[config.mk]
export PLATFORM = sky130hd
export DESIGN_NAME = sipol_top
export DESIGN_NICKNAME = d
export VERILOG_FILES = /design/src/inc/sipol_pkg.sv /design/src/core/sipol_edge.sv /design/src/core/sipol_sync.sv /design/src/core/sipol_top.sv
export SDC_FILE = /design/constraint.sdc
export NUM_CORES = 1
export LEC_CHECK = 0
export BUFFER_PORTS_ARGS = -buffer_cell sky130_fd_sc_hd__clkbuf_2
export CAP_MARGIN = 20
export CORE_MARGIN = 10
export CORE_UTILIZATION = 25
export DETAILED_ROUTE_END_ITERATION = 8
export REMOVE_ABC_BUFFERS = 1
export SLEW_MARGIN = 20
export SYNTH_ARGS = -nofsm -noshare
export SYNTH_HDL_FRONTEND = slang
export SYNTH_SLANG_ARGS = --single-unit
[constraint.sdc]
create_clock -name SYS_CLK -period 2.2 [get_ports SYS_CLK]
set_input_delay 0.33 -clock SYS_CLK [delete_from_list [all_inputs] [get_ports SYS_CLK]]
set_output_delay 0.33 -clock SYS_CLK [all_outputs]
set_load 0.01 [all_outputs]
[src/inc/sipol_pkg.sv]
package sipol_pkg;

  localparam int SIPOL_WIDTH = 8;
  localparam int SIPOL_SYNC  = 2;

  localparam logic [SIPOL_WIDTH-1:0] SIPOL_CLEAR = 8'h00;

  // Synchronised pin levels
  typedef struct packed {
    logic shift_clock;
    logic storage_clock;
    logic serial_data_in;
    logic shift_clear_n;
    logic storage_clear_n;
  } sipol_pins_t;

  // Edge events for one system cycle
  typedef struct packed {
    logic shift_rise;
    logic storage_rise;
  } sipol_edges_t;

  localparam int SIPOL_PINS = $bits(sipol_pins_t);

endpackage : sipol_pkg
[src/core/sipol_edge.sv]
`timescale 1ns/1ps
module sipol_edge
  import sipol_pkg::*;
(
  // Clock and reset
  input  wire logic         clk,
  input  wire logic         srst,
  // Synchronised levels
  input  wire logic         shift_clock,
  input  wire logic         storage_clock,
  // Rising edges
  output sipol_edges_t      edges
);

  typedef struct packed {
    logic shift_prev;
    logic storage_prev;
  } sipol_edge_t;

  sipol_edge_t state;
  sipol_edge_t next_state;

  always_comb begin
    next_state.shift_prev   = shift_clock;
    next_state.storage_prev = storage_clock;
    if (srst) begin
      next_state.shift_prev   = 1'b1;
      next_state.storage_prev = 1'b1;
    end
  end

  always_ff @(posedge clk) begin
    state <= next_state;
  end

  // Rising only; falling edges produce nothing
  assign edges.shift_rise   = shift_clock & ~state.shift_prev;
  assign edges.storage_rise = storage_clock & ~state.storage_prev;

endmodule : sipol_edge

[src/core/sipol_sync.sv]
`timescale 1ns/1ps
module sipol_sync
  import sipol_pkg::*;
#(
  parameter int N = SIPOL_PINS
) (
  // Clock and reset
  input  wire logic         clk,
  input  wire logic         srst,
  // Pins
  input  wire logic [N-1:0] async_in,
  input  wire logic [N-1:0] reset_val,
  // Synchronised
  output logic      [N-1:0] sync_out
);

  typedef struct packed {
    logic [N-1:0] first;
    logic [N-1:0] second;
  } sipol_sync_t;

  sipol_sync_t state;
  sipol_sync_t next_state;

  always_comb begin
    next_state        = state;
    next_state.first  = async_in;
    next_state.second = state.first;
    if (srst) begin
      next_state.first  = reset_val;
      next_state.second = reset_val;
    end
  end

  always_ff @(posedge clk) begin
    state <= next_state;
  end

  assign sync_out = state.second;

endmodule : sipol_sync

[src/core/sipol_top.sv]
`timescale 1ns/1ps
module sipol_top
  import sipol_pkg::*;
#(
  parameter int WIDTH = SIPOL_WIDTH
) (
  // System
  input  wire logic             SYS_CLK,
  input  wire logic             SRST,
  // Serial side
  input  wire logic             SERIAL_DATA_IN,
  input  wire logic             SHIFT_CLOCK,
  input  wire logic             SHIFT_CLEAR_N,
  // Storage side
  input  wire logic             STORAGE_CLOCK,
  input  wire logic             STORAGE_CLEAR_N,
  // Outputs
  output logic      [WIDTH-1:0] PARALLEL_OUT,
  output logic                  CASCADE_OUT
);

  typedef struct packed {
    logic [WIDTH-1:0] shift;
    logic [WIDTH-1:0] storage;
    logic             cascade;
  } sipol_state_t;

  sipol_state_t state;
  sipol_state_t next_state;
  sipol_pins_t  pins_raw;
  sipol_pins_t  pins;
  sipol_pins_t  pins_idle;
  sipol_edges_t edges;

  always_comb begin
    pins_raw.shift_clock     = SHIFT_CLOCK;
    pins_raw.storage_clock   = STORAGE_CLOCK;
    pins_raw.serial_data_in  = SERIAL_DATA_IN;
    pins_raw.shift_clear_n   = SHIFT_CLEAR_N;
    pins_raw.storage_clear_n = STORAGE_CLEAR_N;
    pins_idle                = '0;
    pins_idle.shift_clear_n   = 1'b1;
    pins_idle.storage_clear_n = 1'b1;
    // Clocks idle high so a pin held high at release is no edge
    pins_idle.shift_clock     = 1'b1;
    pins_idle.storage_clock   = 1'b1;
  end

  // Two-stage pin synchronisers
  sipol_sync #(
    .N (SIPOL_PINS)
  ) u_sync (
    .clk       (SYS_CLK),
    .srst      (SRST),
    .async_in  (pins_raw),
    .reset_val (pins_idle),
    .sync_out  (pins)
  );

  // Clock edge finders
  sipol_edge u_edge (
    .clk           (SYS_CLK),
    .srst          (SRST),
    .shift_clock   (pins.shift_clock),
    .storage_clock (pins.storage_clock),
    .edges         (edges)
  );

  always_comb begin
    next_state = state;
    // Storage path: uses pre-edge shift contents
    if (!pins.storage_clear_n) begin
      next_state.storage = WIDTH'(SIPOL_CLEAR);
    end else if (edges.storage_rise) begin
      next_state.storage = state.shift;
    end
    // Shift path
    if (!pins.shift_clear_n) begin
      next_state.shift = WIDTH'(SIPOL_CLEAR);
    end else if (edges.shift_rise) begin
      next_state.shift = {state.shift[WIDTH-2:0],
                          pins.serial_data_in};
    end
    next_state.cascade = next_state.shift[WIDTH-1];
    if (SRST) begin
      next_state.shift   = WIDTH'(SIPOL_CLEAR);
      next_state.storage = WIDTH'(SIPOL_CLEAR);
      next_state.cascade = 1'b0;
    end
  end

  always_ff @(posedge SYS_CLK) begin
    state <= next_state;
  end

  assign PARALLEL_OUT = state.storage;
  assign CASCADE_OUT  = state.cascade;

endmodule : sipol_top

---- Word-level counts from Yosys, hierarchy flattened ----
Index checks and enable logic that the tools add are counted.
W data, S select, Z words.
operators by class
  reductions and logical operators ........ 2
  bitwise gates (word level) .............. 6
operators with widths
  operator          number
  $not A1 Y1        4
  $reduce_or A2 Y1  2
  $and A1 B1 Y1     2
storage, ports and cells
  bits in registers ....................... 28
  output and inout bits ................... 9
  logic and storage cells ................. 15
  input bits .............................. 7

---- Logic depth before layout (Yosys ltp) ----
Gate-level depths: netlist (run 1).
  depth after elaboration ................. 2
  gate-level depth with buffers ........... 4
  depth with buffers taken out ............ 3

---- Cells and area by module ----
Synthesis (run 1) repeated with hierarchy kept, for this count alone.
second synthesis, totals
  cells, all modules ...................... 96
  area, all modules ....................... 1,117.3 um^2
by module, submodules not included
  module      cells an instance  seq. area each (um^2)  area an instance (um^2)  instances
  sipol_top   64                 320.3                  653.1                    1
  sipol_sync  26                 200.2                  399.1                    1
  sipol_edge  6                  40.0                   65.1                     1

---- Worst setup path before layout (run 1) ----
No wires, ideal clock.
  kind .................................... register to register
  start ................................... register u_edge.state[0] in the netlist's numbering
  end ..................................... register state, in the netlist PARALLEL_OUT[0]
  cell stages (with the launch flop) ...... 5
  required time ........................... 2.084 ns
  library setup time ...................... 0.116 ns
  slack ................................... 1.347 ns
  buffers on the path ..................... 1
  arrival ................................. 0.737 ns
  clock period less this slack ............ 0.853 ns
  path through ............................ dfxtp_1 nand2b_4 buf_6 mux2i_1 nor2_1
on the way
  longest elaborated chain between the ends .. 2
ends and longest elaborated chain
  element                 line              text
  from (decl)             sipol_edge.sv:20  sipol_edge_t state;
  from (signal assigned)  sipol_edge.sv:33  state <= next_state;
  $not A1 Y1              sipol_edge.sv:38  assign edges.storage_rise = storage_clock & ~state.storage_prev;
  $and A1 B1 Y1           sipol_edge.sv:38
  to (signal assigned)    sipol_top.sv:93   state <= next_state;
  to (decl)               sipol_top.sv:28   sipol_state_t state;
Every way passes these cells.
A chain may end at the register's enable or synchronous reset.

==> results of run 1 <==
-- through the flow --
| step | utilization | instances |
|---|---|---|
| 2_1_floorplan | - | 85 |
| 3_3_place_gp | 0.265 | 150 |
| 3_5_place_dp | 0.265 | 150 |
| 4_1_cts | 0.279 | 154 |
| 5_1_grt | 0.279 | 154 |
| 6_report | 0.279 | 154 |
-- cells in the mapped netlist --
library cell,count
dfxtp_1,28
nand2_1,16
or2_1,10
buf_4,9
a21oi_2,8
mux2i_1,8
nor2_1,8
nand2b_1,3
nor2b_1,3
buf_2,2
clkbuf_2,2
buf_6,1
nand2b_4,1
-- layer usage --
layer  up-vias  GRT usage  part of all wire
met5         -          0                 0
met3         2     0.0244             0.060
met1       265     0.0504              0.45
met2        14     0.0725              0.48
li1        310          -                 -
met4         0     0.0137            0.0068
-- worst paths after layout --
check	start	to	slack, ps	cells after the start
max	state[16]	CASCADE_OUT	1080	1
min	STORAGE_CLEAR_N	u_sync.state[5]	230	2
min reg2reg	u_sync.state[5]	u_sync.sync_out[0]	410	1
max reg2reg	u_sync.sync_out[4]	state[10]	1110	3
-- cells by family after synthesis --
logic type | count (synthesis) | synth area share
and+or+nand+nor | 41 | 0.201
AOI/OAI and AO/OA | 8 | 0.0691
buffers and inverters | 14 | 0.0975
DFF | 28 | 0.553
muxes | 8 | 0.0790
-- state kept, by name, indices dropped and copies added, names as in the netlist --
register and cells:
PARALLEL_OUT 8, state 8, u_sync.state 5, u_sync.sync_out 5, u_edge.state 2
-- area by class of cell --
type                    count  share of cell area
repair buffers             15              0.0678
well taps                  50              0.0565
multi-input cells          57               0.320
clock buffers               4              0.0497
flip-flops and latches     28               0.506
-- cell usage in the layout, fill, tap and decap left out --
cell | netlist | final
dfxtp_1 | 28 | 28
nand2_1 | 16 | 16
clkbuf_2 | 2 | 15
or2_1 | 10 | 10
a21oi_2 | 8 | 8
mux2i_1 | 8 | 8
nor2_1 | 8 | 8
clkbuf_8 | 0 | 4
nor2b_1 | 3 | 3
nand2b_1 | 3 | 3
nand2b_4 | 1 | 1
-- power breakdown --
group	internal, mW	switching [mW]
registers	0.516	0.00281
logic	0.0116	0.0159
clock network	0.160	0.148
==> results.md, run 1 <==
* Status: complete, no violations
* Final setup violation count at 0
* Max_cap viols at 0
* Worst-path clk slew at ~90 ps
* Synth area leader: dfxtp_1
* Final slew viol count at 0
* # fillers at 428
* Mapped Cells at 99
* GP Congestion at roughly 0.66
* DR DRC count at 0
* Setup TNS at 0 ps
* Largest net degree at the start of global routing at 16
* Reg area at between 500 and 600 um^2
* CTS tree: yes
* Clk sinks at 28
* Synth Cell Area at roughly 1000 um^2
* Post-synthesis sequential area ratio at 0.553
* Max Clk Rate at ~0.9 GHz
* Skew final at around 6.5 ps
* Critical path arrival at a little under 800 ps
* Ant. Diodes at 0
* Antenna viol nets, final at 0
* Clk buf depth at 2
* Worst endpoint required time at about 1900 ps
* Gr ovfl total at 0
* Die area at between 7000 and 8000 um^2
* Drt first-iter violations at 13
* Clock period minus worst slack at 1120 ps
* Synth Warn # at 0
* Final Hold Slack at about 230 ps
* H-Tree Depth at 1
* Worst-Margin Slew at about 480 ps
* Die H at 83.7 um
* Final WL at approximately 1500 um
* Layout cells sized above 1 at 0.269
* Cts hold-fix bufs at 0
* Crit path buffers/inverters at 1
* Crit path cell chain: clkbuf_2
* Setup crit end kind: output port
* Via count at about 590
* Yosys reg bits at 28
* Post-CTS Setup Inserts at 0
* Pwr Density at between 700 and 800 nW/um^2
* Post-place instance area at about 1100 um^2
* Hold Path Class: input pin to flop
* Post-CTS Resized at 0
* # rows at 23
* Period utilization at 0.507
* Clock Latency Late Sink at roughly 270 ps
* Routed WL per cell at approximately 9.6 um
* Antenna violations before repair at 0
* Boundary Pins at 16
* Via density at roughly 3.8
* Vias in the first global route at 611
* Initial DRT Pass Iterations at 3
* Kind of critical path: flop to output port
* Peak VDD IR at roughly 0.00054 V
* Final instance area at between 1000 and 1500 um^2
* Multi-input gate area at 354 um^2
* Relative slew slack at 0.679
* Unique masters post-synth at 13
* Unrepaired setup endpoints after global routing: false
* First-pass GRT wire length at 2700 um
* Pre-CTS setup slack at ~1000 ps
* CP max FO at 3
* CORE AREA at slightly below 4000 um^2
* Area delta synth->final at 9.26%
* Overall die width at approximately 84 um
* Setup ws final at 1080 ps
* LEAKAGE at 0.465 nW
* Avg Inst Size Synth at 10.2 um^2
* Final hold viol count at 0
* Synth top area share at 0.553
* Pwr Total at ~850 uW
* CTS Buf Count at 3
* Synth top area cells: dfxtp_1 55%, mux2i_1 7.9%, a21oi_2 6.9%, buf_4 6.7%, or2_1 6.2%
* CP peak stage delay at around 370 ps
* CP delay by family, top: flip-flops
* Post-detail-place hpwl at around 1100 um
* Startpoint types: flop
* # port buffers at 15
* Final #Nets at 112
* Clock Root Buffer: clkbuf_8
* Total GRT Usage at 0.0453
* CP max-delay cell: dfxtp_1
* Starting density of the core at 0.255
No activity file was read; power rests on OpenSTA's default activity.
==> inputs of run 2 (changes only) <==
==> constraint.sdc (replaced) <==
create_clock -name SYS_CLK -period 1.15 [get_ports SYS_CLK]
set_input_delay 0.1725 -clock SYS_CLK [delete_from_list [all_inputs] [get_ports SYS_CLK]]
set_output_delay 0.1725 -clock SYS_CLK [all_outputs]
set_load 0.01 [all_outputs]
==> run 2 against run 1 <==
Effect of this change:
- non-clock buffer count up 2
- first-iteration DRC count grew 140%
- cell area rose by 2.8%
- power is 110% higher
- sequential power grew 91%
- sequential share of layout area is 1.4 points lower
- cell count is 1.3% higher
- die area unchanged
- via count grew 3.9%
- combinational power is 100% higher
==> results.md, run 2 (synthesized netlist as in run 1, its figures left out) <==
* Hold Path Class: input pin to flop (unchanged)
* Overall die width at 83.7 um (unchanged)
* First-pass GRT wire length at 3050 um (was 2700 um)
* Clock Latency Late Sink at 280 ps (was 270 ps)
* Unrepaired setup endpoints after global routing: false (unchanged)
* Worst-Margin Slew at 469 ps (was 481 ps)
* Relative slew slack at 0.688 (was 0.679)
* Skew final at 2.61 ps (was 6.47 ps)
* Area delta synth->final at 12.3% (was 9.26%)
* # port buffers at 15 (unchanged)
* Period utilization at 0.845
* Total GRT Usage at 0.0540 (was 0.0453)
* Setup TNS at 0 ps (unchanged)
* DR DRC count at 0 (unchanged)
* Final #Nets at 114 (was 112)
* Final WL at 1710 um (was 1480 um)
* Crit path buffers/inverters at 1 (unchanged)
* Post-CTS Resized at 0 (unchanged)
* Met2 usage at 0.0878 (was 0.0725)
* CP peak stage delay at 370 ps (about the same)
* Startpoint types: flop (unchanged)
* Routed WL per cell at 11.0 um (was 9.58 um)
* Met1 GRT Util at 0.0570 (was 0.0504)
* LEAKAGE at 0.483 nW (was 0.465 nW)
* Ant. Diodes at 0 (unchanged)
* Via density at 3.94 (was 3.84)
* Clock Root Buffer: clkbuf_8 (unchanged)
* Post-detail-place hpwl at 1370 um (was 1120 um)
* Antenna viol nets, final at 0 (unchanged)
* CP max-delay cell: dfxtp_1 (unchanged)
* Peak VDD IR at 0.000757 V (was 0.000539 V)
* Status: complete, no violations (unchanged)
* Multi-input gate area at 354 um^2 (unchanged)
* Clk buf depth at 2 (unchanged)
* Kind of critical path: flop to output port (unchanged)
* Busiest grt layer: met2 (unchanged)
* Antenna violations before repair at 0 (unchanged)
* Vias in the first global route at 670 (was 611)
* Worst-path clk slew at 90 ps (about the same)
* Largest net degree at the start of global routing at 17 (was 16)
* # fillers at 434 (was 428)
* Setup crit end kind: output port (unchanged)
* Clock period minus worst slack at roughly 970 ps
* Starting density of the core at 0.255 (unchanged)
* Post-CTS Setup Inserts at 0 (unchanged)
* Pwr Total at 1.82 mW (was 854 uW)
* Reg area at 561 um^2 (unchanged)
* Routing usage on met3 at 0.0166 (was 0.0244)
* Pwr Density at 1600 nW/um^2 (was 771 nW/um^2)
* Worst endpoint required time at 980 ps (was 1870 ps)
* CP delay by family, top: flip-flops (unchanged)
* Critical path arrival at 800 ps (was 790 ps)
* # rows at 23 (unchanged)
* CTS Buf Count at 3 (unchanged)
* Cts hold-fix bufs at 0 (unchanged)
* CTS tree: yes (unchanged)
* Final setup violation count at 0 (unchanged)
* Die area at 7000 um^2 (unchanged)
* Boundary Pins at 16 (unchanged)
* Final Hold Slack at 61.4 ps (was 230 ps)
* Gr ovfl total at 0 (unchanged)
* Max Clk Rate at 1.03 GHz
* Most common cell after layout, fill and taps aside: dfxtp_1 (unchanged)
* Max_cap viols at 0 (unchanged)
* Commonest non-fill, non-tap cells in the layout: 28 x dfxtp_1, 16 x nand2_1, 15 x clkbuf_2 (unchanged)
* Layout cells sized above 1 at 0.283 (was 0.269)
* Drt first-iter violations at 31 (was 13)
* Clk sinks at 28 (unchanged)
* H-Tree Depth at 1 (unchanged)
* Via count at 614 (was 591)
* Final hold viol count at 0 (unchanged)
* Die H at 83.7 um (unchanged)
* GP Congestion at 0.694 (was 0.664)
* Final slew viol count at 0 (unchanged)
* CP max FO at 3 (unchanged)
* Crit path cell chain: clkbuf_2 (unchanged)
* CORE AREA at 3970 um^2 (unchanged)
* Initial DRT Pass Iterations at 4 (was 3)
-- run 2: report_power, final --
group,switching (mW),internal [mW],leakage [nW]
registers,0.00604,0.987,0.228
clock network,0.307,0.467,0.0357
logic,0.0305,0.0256,0.219
total,0.343,1.48,0.483
-- run 2: path summary, 6_finish.rpt --
path,endpoint,slack [ps],cells after the start,start
setup / recovery,CASCADE_OUT,180,1,state[16]
hold / removal,u_sync.state[6],60,2,SHIFT_CLEAR_N
setup reg to reg,state[14],240,3,u_edge.state[1]
hold reg to reg,u_sync.sync_out[1],410,1,u_sync.state[6]
-- run 2: per-layer routing --
layer	wire length, um	vias up
li1	-	315
met1	792	280
met2	793	14
met3	70	5
met4	53	0
met5	0	-
-- run 2: final cells by class --
class | count | share of cell area
Multi-Input combinational cell | 57 | 0.311
Timing Repair Buffer | 17 | 0.0791
Tap cell | 50 | 0.0549
Clock inverter | 1 | 0.0264
Sequential cell | 28 | 0.492
Clock buffer | 3 | 0.0363
-- run 2: stage by stage --
stage	area, um^2	worst slack [ps]	util	instances
global placement	1070	290	0.269	152
CTS	1140	159	0.287	156
global route	1140	129	0.287	156
finish	1140	178	0.287	156
detailed placement	1070	250	0.269	152
floorplan	915	214	-	85
==> inputs of run 3 (changes only) <==
==> constraint.sdc (replaced) <==
create_clock -name SYS_CLK -period 0.92 [get_ports SYS_CLK]
set_input_delay 0.138 -clock SYS_CLK [delete_from_list [all_inputs] [get_ports SYS_CLK]]
set_output_delay 0.138 -clock SYS_CLK [all_outputs]
set_load 0.01 [all_outputs]
==> run 3 against run 2 <==
Effect of this change:
- die area is the same
- cell count is 0.64% higher
- clock skew is 1.4 ps higher
- global-route usage shrank 0.75 points
- first-iteration DRC count is 48% higher
- cell area rose by 2.1%
- non-clock buffer count rose by 1
- register-to-register slack worse by 210 ps
- sequential share of layout area barely moved
- worst setup slack lost 140 ps
==> results.md, run 3 (synthesized netlist as in run 1, its figures left out) <==
* Hold_sp: STORAGE_CLOCK (was SHIFT_CLEAR_N)
* Final WL at 1560 um (was 1710 um)
* Period utilization at 0.962
* Clock Root Buffer: clkbuf_8 (unchanged)
* Die H at 83.7 um (unchanged)
* Final slew viol count at 0 (unchanged)
* Final Hold Slack at 38.8 ps (was 61.4 ps)
* Initial DRT Pass Iterations at 4 (unchanged)
* Peak VDD IR at 0.000978 V (was 0.000757 V)
* Antenna viol nets, final at 0 (unchanged)
* DR DRC count at 0 (unchanged)
* H-Tree Depth at 1 (unchanged)
* Routed WL per cell at 9.96 um (was 11.0 um)
* Unrepaired setup endpoints after global routing: true (was false)
* LEAKAGE at 0.504 nW (was 0.483 nW)
* Overall die width at 83.7 um (unchanged)
* Drt first-iter violations at 46 (was 31)
* First-pass GRT wire length at 2730 um (was 3050 um)
* Most common cell after layout, fill and taps aside: dfxtp_1 (unchanged)
* Gr ovfl total at 0 (unchanged)
* Critical R2R Capture: PARALLEL_OUT[1] (was state[14])
* Worst-Margin Slew at 499 ps (was 469 ps)
* Layout cells sized above 1 at 0.383 (was 0.283)
* Clk sinks at 28 (unchanged)
* Status: complete, no violations (unchanged)
* Cts hold-fix bufs at 0 (unchanged)
* Critical path arrival at 1040 ps (was 800 ps)
* Hold Path Class: input pin to flop (unchanged)
* GP Congestion at 0.657 (was 0.694)
* Boundary Pins at 16 (unchanged)
* CP max FO at 8 (was 3)
* Clock Latency Late Sink at 270 ps (was 280 ps)
* Pwr Total at 2.05 mW (was 1.82 mW)
* Via count at 619 (was 614)
* Endpoint, Worst Hold: u_sync.state[8] (was u_sync.state[6])
* CP max-delay cell: dfxtp_1 (unchanged)
* Final hold viol count at 0 (unchanged)
* Antenna violations before repair at 0 (unchanged)
* Die area at 7000 um^2 (unchanged)
* CTS Buf Count at 3 (unchanged)
* Clock period minus worst slack at around 890 ps
* Area delta synth->final at 14.7% (was 12.3%)
* # fillers at 434 (unchanged)
* CP peak stage delay at 320 ps (was 370 ps)
* CORE AREA at 3970 um^2 (unchanged)
* Startpoint types: flop (unchanged)
* Skew final at 4.00 ps (was 2.61 ps)
* Final instance area at 1160 um^2 (was 1140 um^2)
* Ant. Diodes at 0 (unchanged)
* Clk buf depth at 2 (unchanged)
* Final core utilization at 0.293 (was 0.287)
* Post-place instance area at 1070 um^2 (unchanged)
* Final setup violation count at 0 (unchanged)
* Vias in the first global route at 624 (was 670)
* Worst hold path stage count at 2 (unchanged)
* # rows at 23 (unchanged)
* Worst R2R Path Depth at 3 (unchanged)
* CTS tree: yes (unchanged)
* Setup crit end kind: flop (was output port)
* Starting density of the core at 0.255 (unchanged)
* Total GRT Usage at 0.0465 (was 0.0540)
* Commonest non-fill, non-tap cells in the layout: 21 x dfxtp_1, 15 x nand2_1, 14 x clkbuf_2 (was 28 x dfxtp_1, 16 x nand2_1, 15 x clkbuf_2)
* Max Clk Rate at about 1.1 GHz
* FF-to-FF Start: u_edge.state[0] (was u_edge.state[1])
* Pwr Density at 1770 nW/um^2 (was 1600 nW/um^2)
* # port buffers at 15 (unchanged)
* Max_cap viols at 0 (unchanged)
* Worst endpoint required time at 1080 ps (was 980 ps)
* Kind of critical path: flop to flop (was flop to output port)
* Largest net degree at the start of global routing at 16 (was 17)
* Via density at 3.94 (about the same)
* Crit path cell chain: nand2b_4 -> mux2i_1 -> nor2_1 (was clkbuf_2)
* Flop2flop setup slack at 30 ps (was 240 ps)
* Relative slew slack at 0.667 (was 0.688)
* Worst-path clk slew at 90 ps (about the same)
* Final #Nets at 115 (was 114)
-- run 3: cell types whose count changed in the layout (fill, tap and decap cells not counted), sizes merged --
cell,delta
bufinv,-1
buf,+2
-- run 3: cell type report --
cell class	count	area [um^2]	area share
repair buffers	18	101	0.0872
well taps	50	62.6	0.0538
flip-flops and latches	28	572	0.492
multi-input cells	57	372	0.320
clock buffers	4	55.1	0.0474
-- run 3: worst max path at each step --
stage	start	endpoint
6_report	u_edge.state[0]	PARALLEL_OUT[1]
5_1_grt	u_edge.state[0]	PARALLEL_OUT[0]
4_1_cts	PARALLEL_OUT[1]	PARALLEL_OUT[1]
3_5_place_dp	u_edge.state[1]	state[10]
3_3_place_gp	u_edge.state[1]	state[16]
2_1_floorplan	u_sync.sync_out[4]	state[10]
-- run 3: report_power, final --
part | leakage, nW | internal [mW] | switching [mW]
clock | 0.0288 | 0.383 | 0.354
combinational | 0.244 | 0.0373 | 0.0414
sequential | 0.231 | 1.23 | 0.00758
-- run 3: worst max-delay path: cells and delay by family (launching register included) --
| kind | cells | cell delay [ps] |
|---|---|---|
| simple gates | 2 | 250 |
| mux | 1 | 210 |
| flops | 1 | 320 |
-- run 3: what timing repair did --
action | 4_1_cts | 5_1_grt
setup buffers | 0 | 1
pin swaps | 0 | 1
endpoints found under the setup margin | 2 | 23
gates resized for setup | 3 | 12
-- run 3: layer usage --
layer / GRT usage / share of wire / up-vias
met5: 0 / 0 / -
met2: 0.0725 / 0.47 / 19
li1: - / - / 319
met1: 0.0531 / 0.45 / 279
met3: 0.0283 / 0.082 / 2
met4: 0.00913 / 0.0026 / 0
-- run 3: per-stage QoR --
stage / worst slack, ps / instances / TNS [ps]
after floorplan: -16.5 / 85 / -132
after global placement: 19.6 / 152 / 0
after detailed placement: 16.0 / 152 / 0
after CTS: 10.6 / 156 / 0
after global routing: -39.5 / 157 / -277
final: 34.9 / 157 / 0
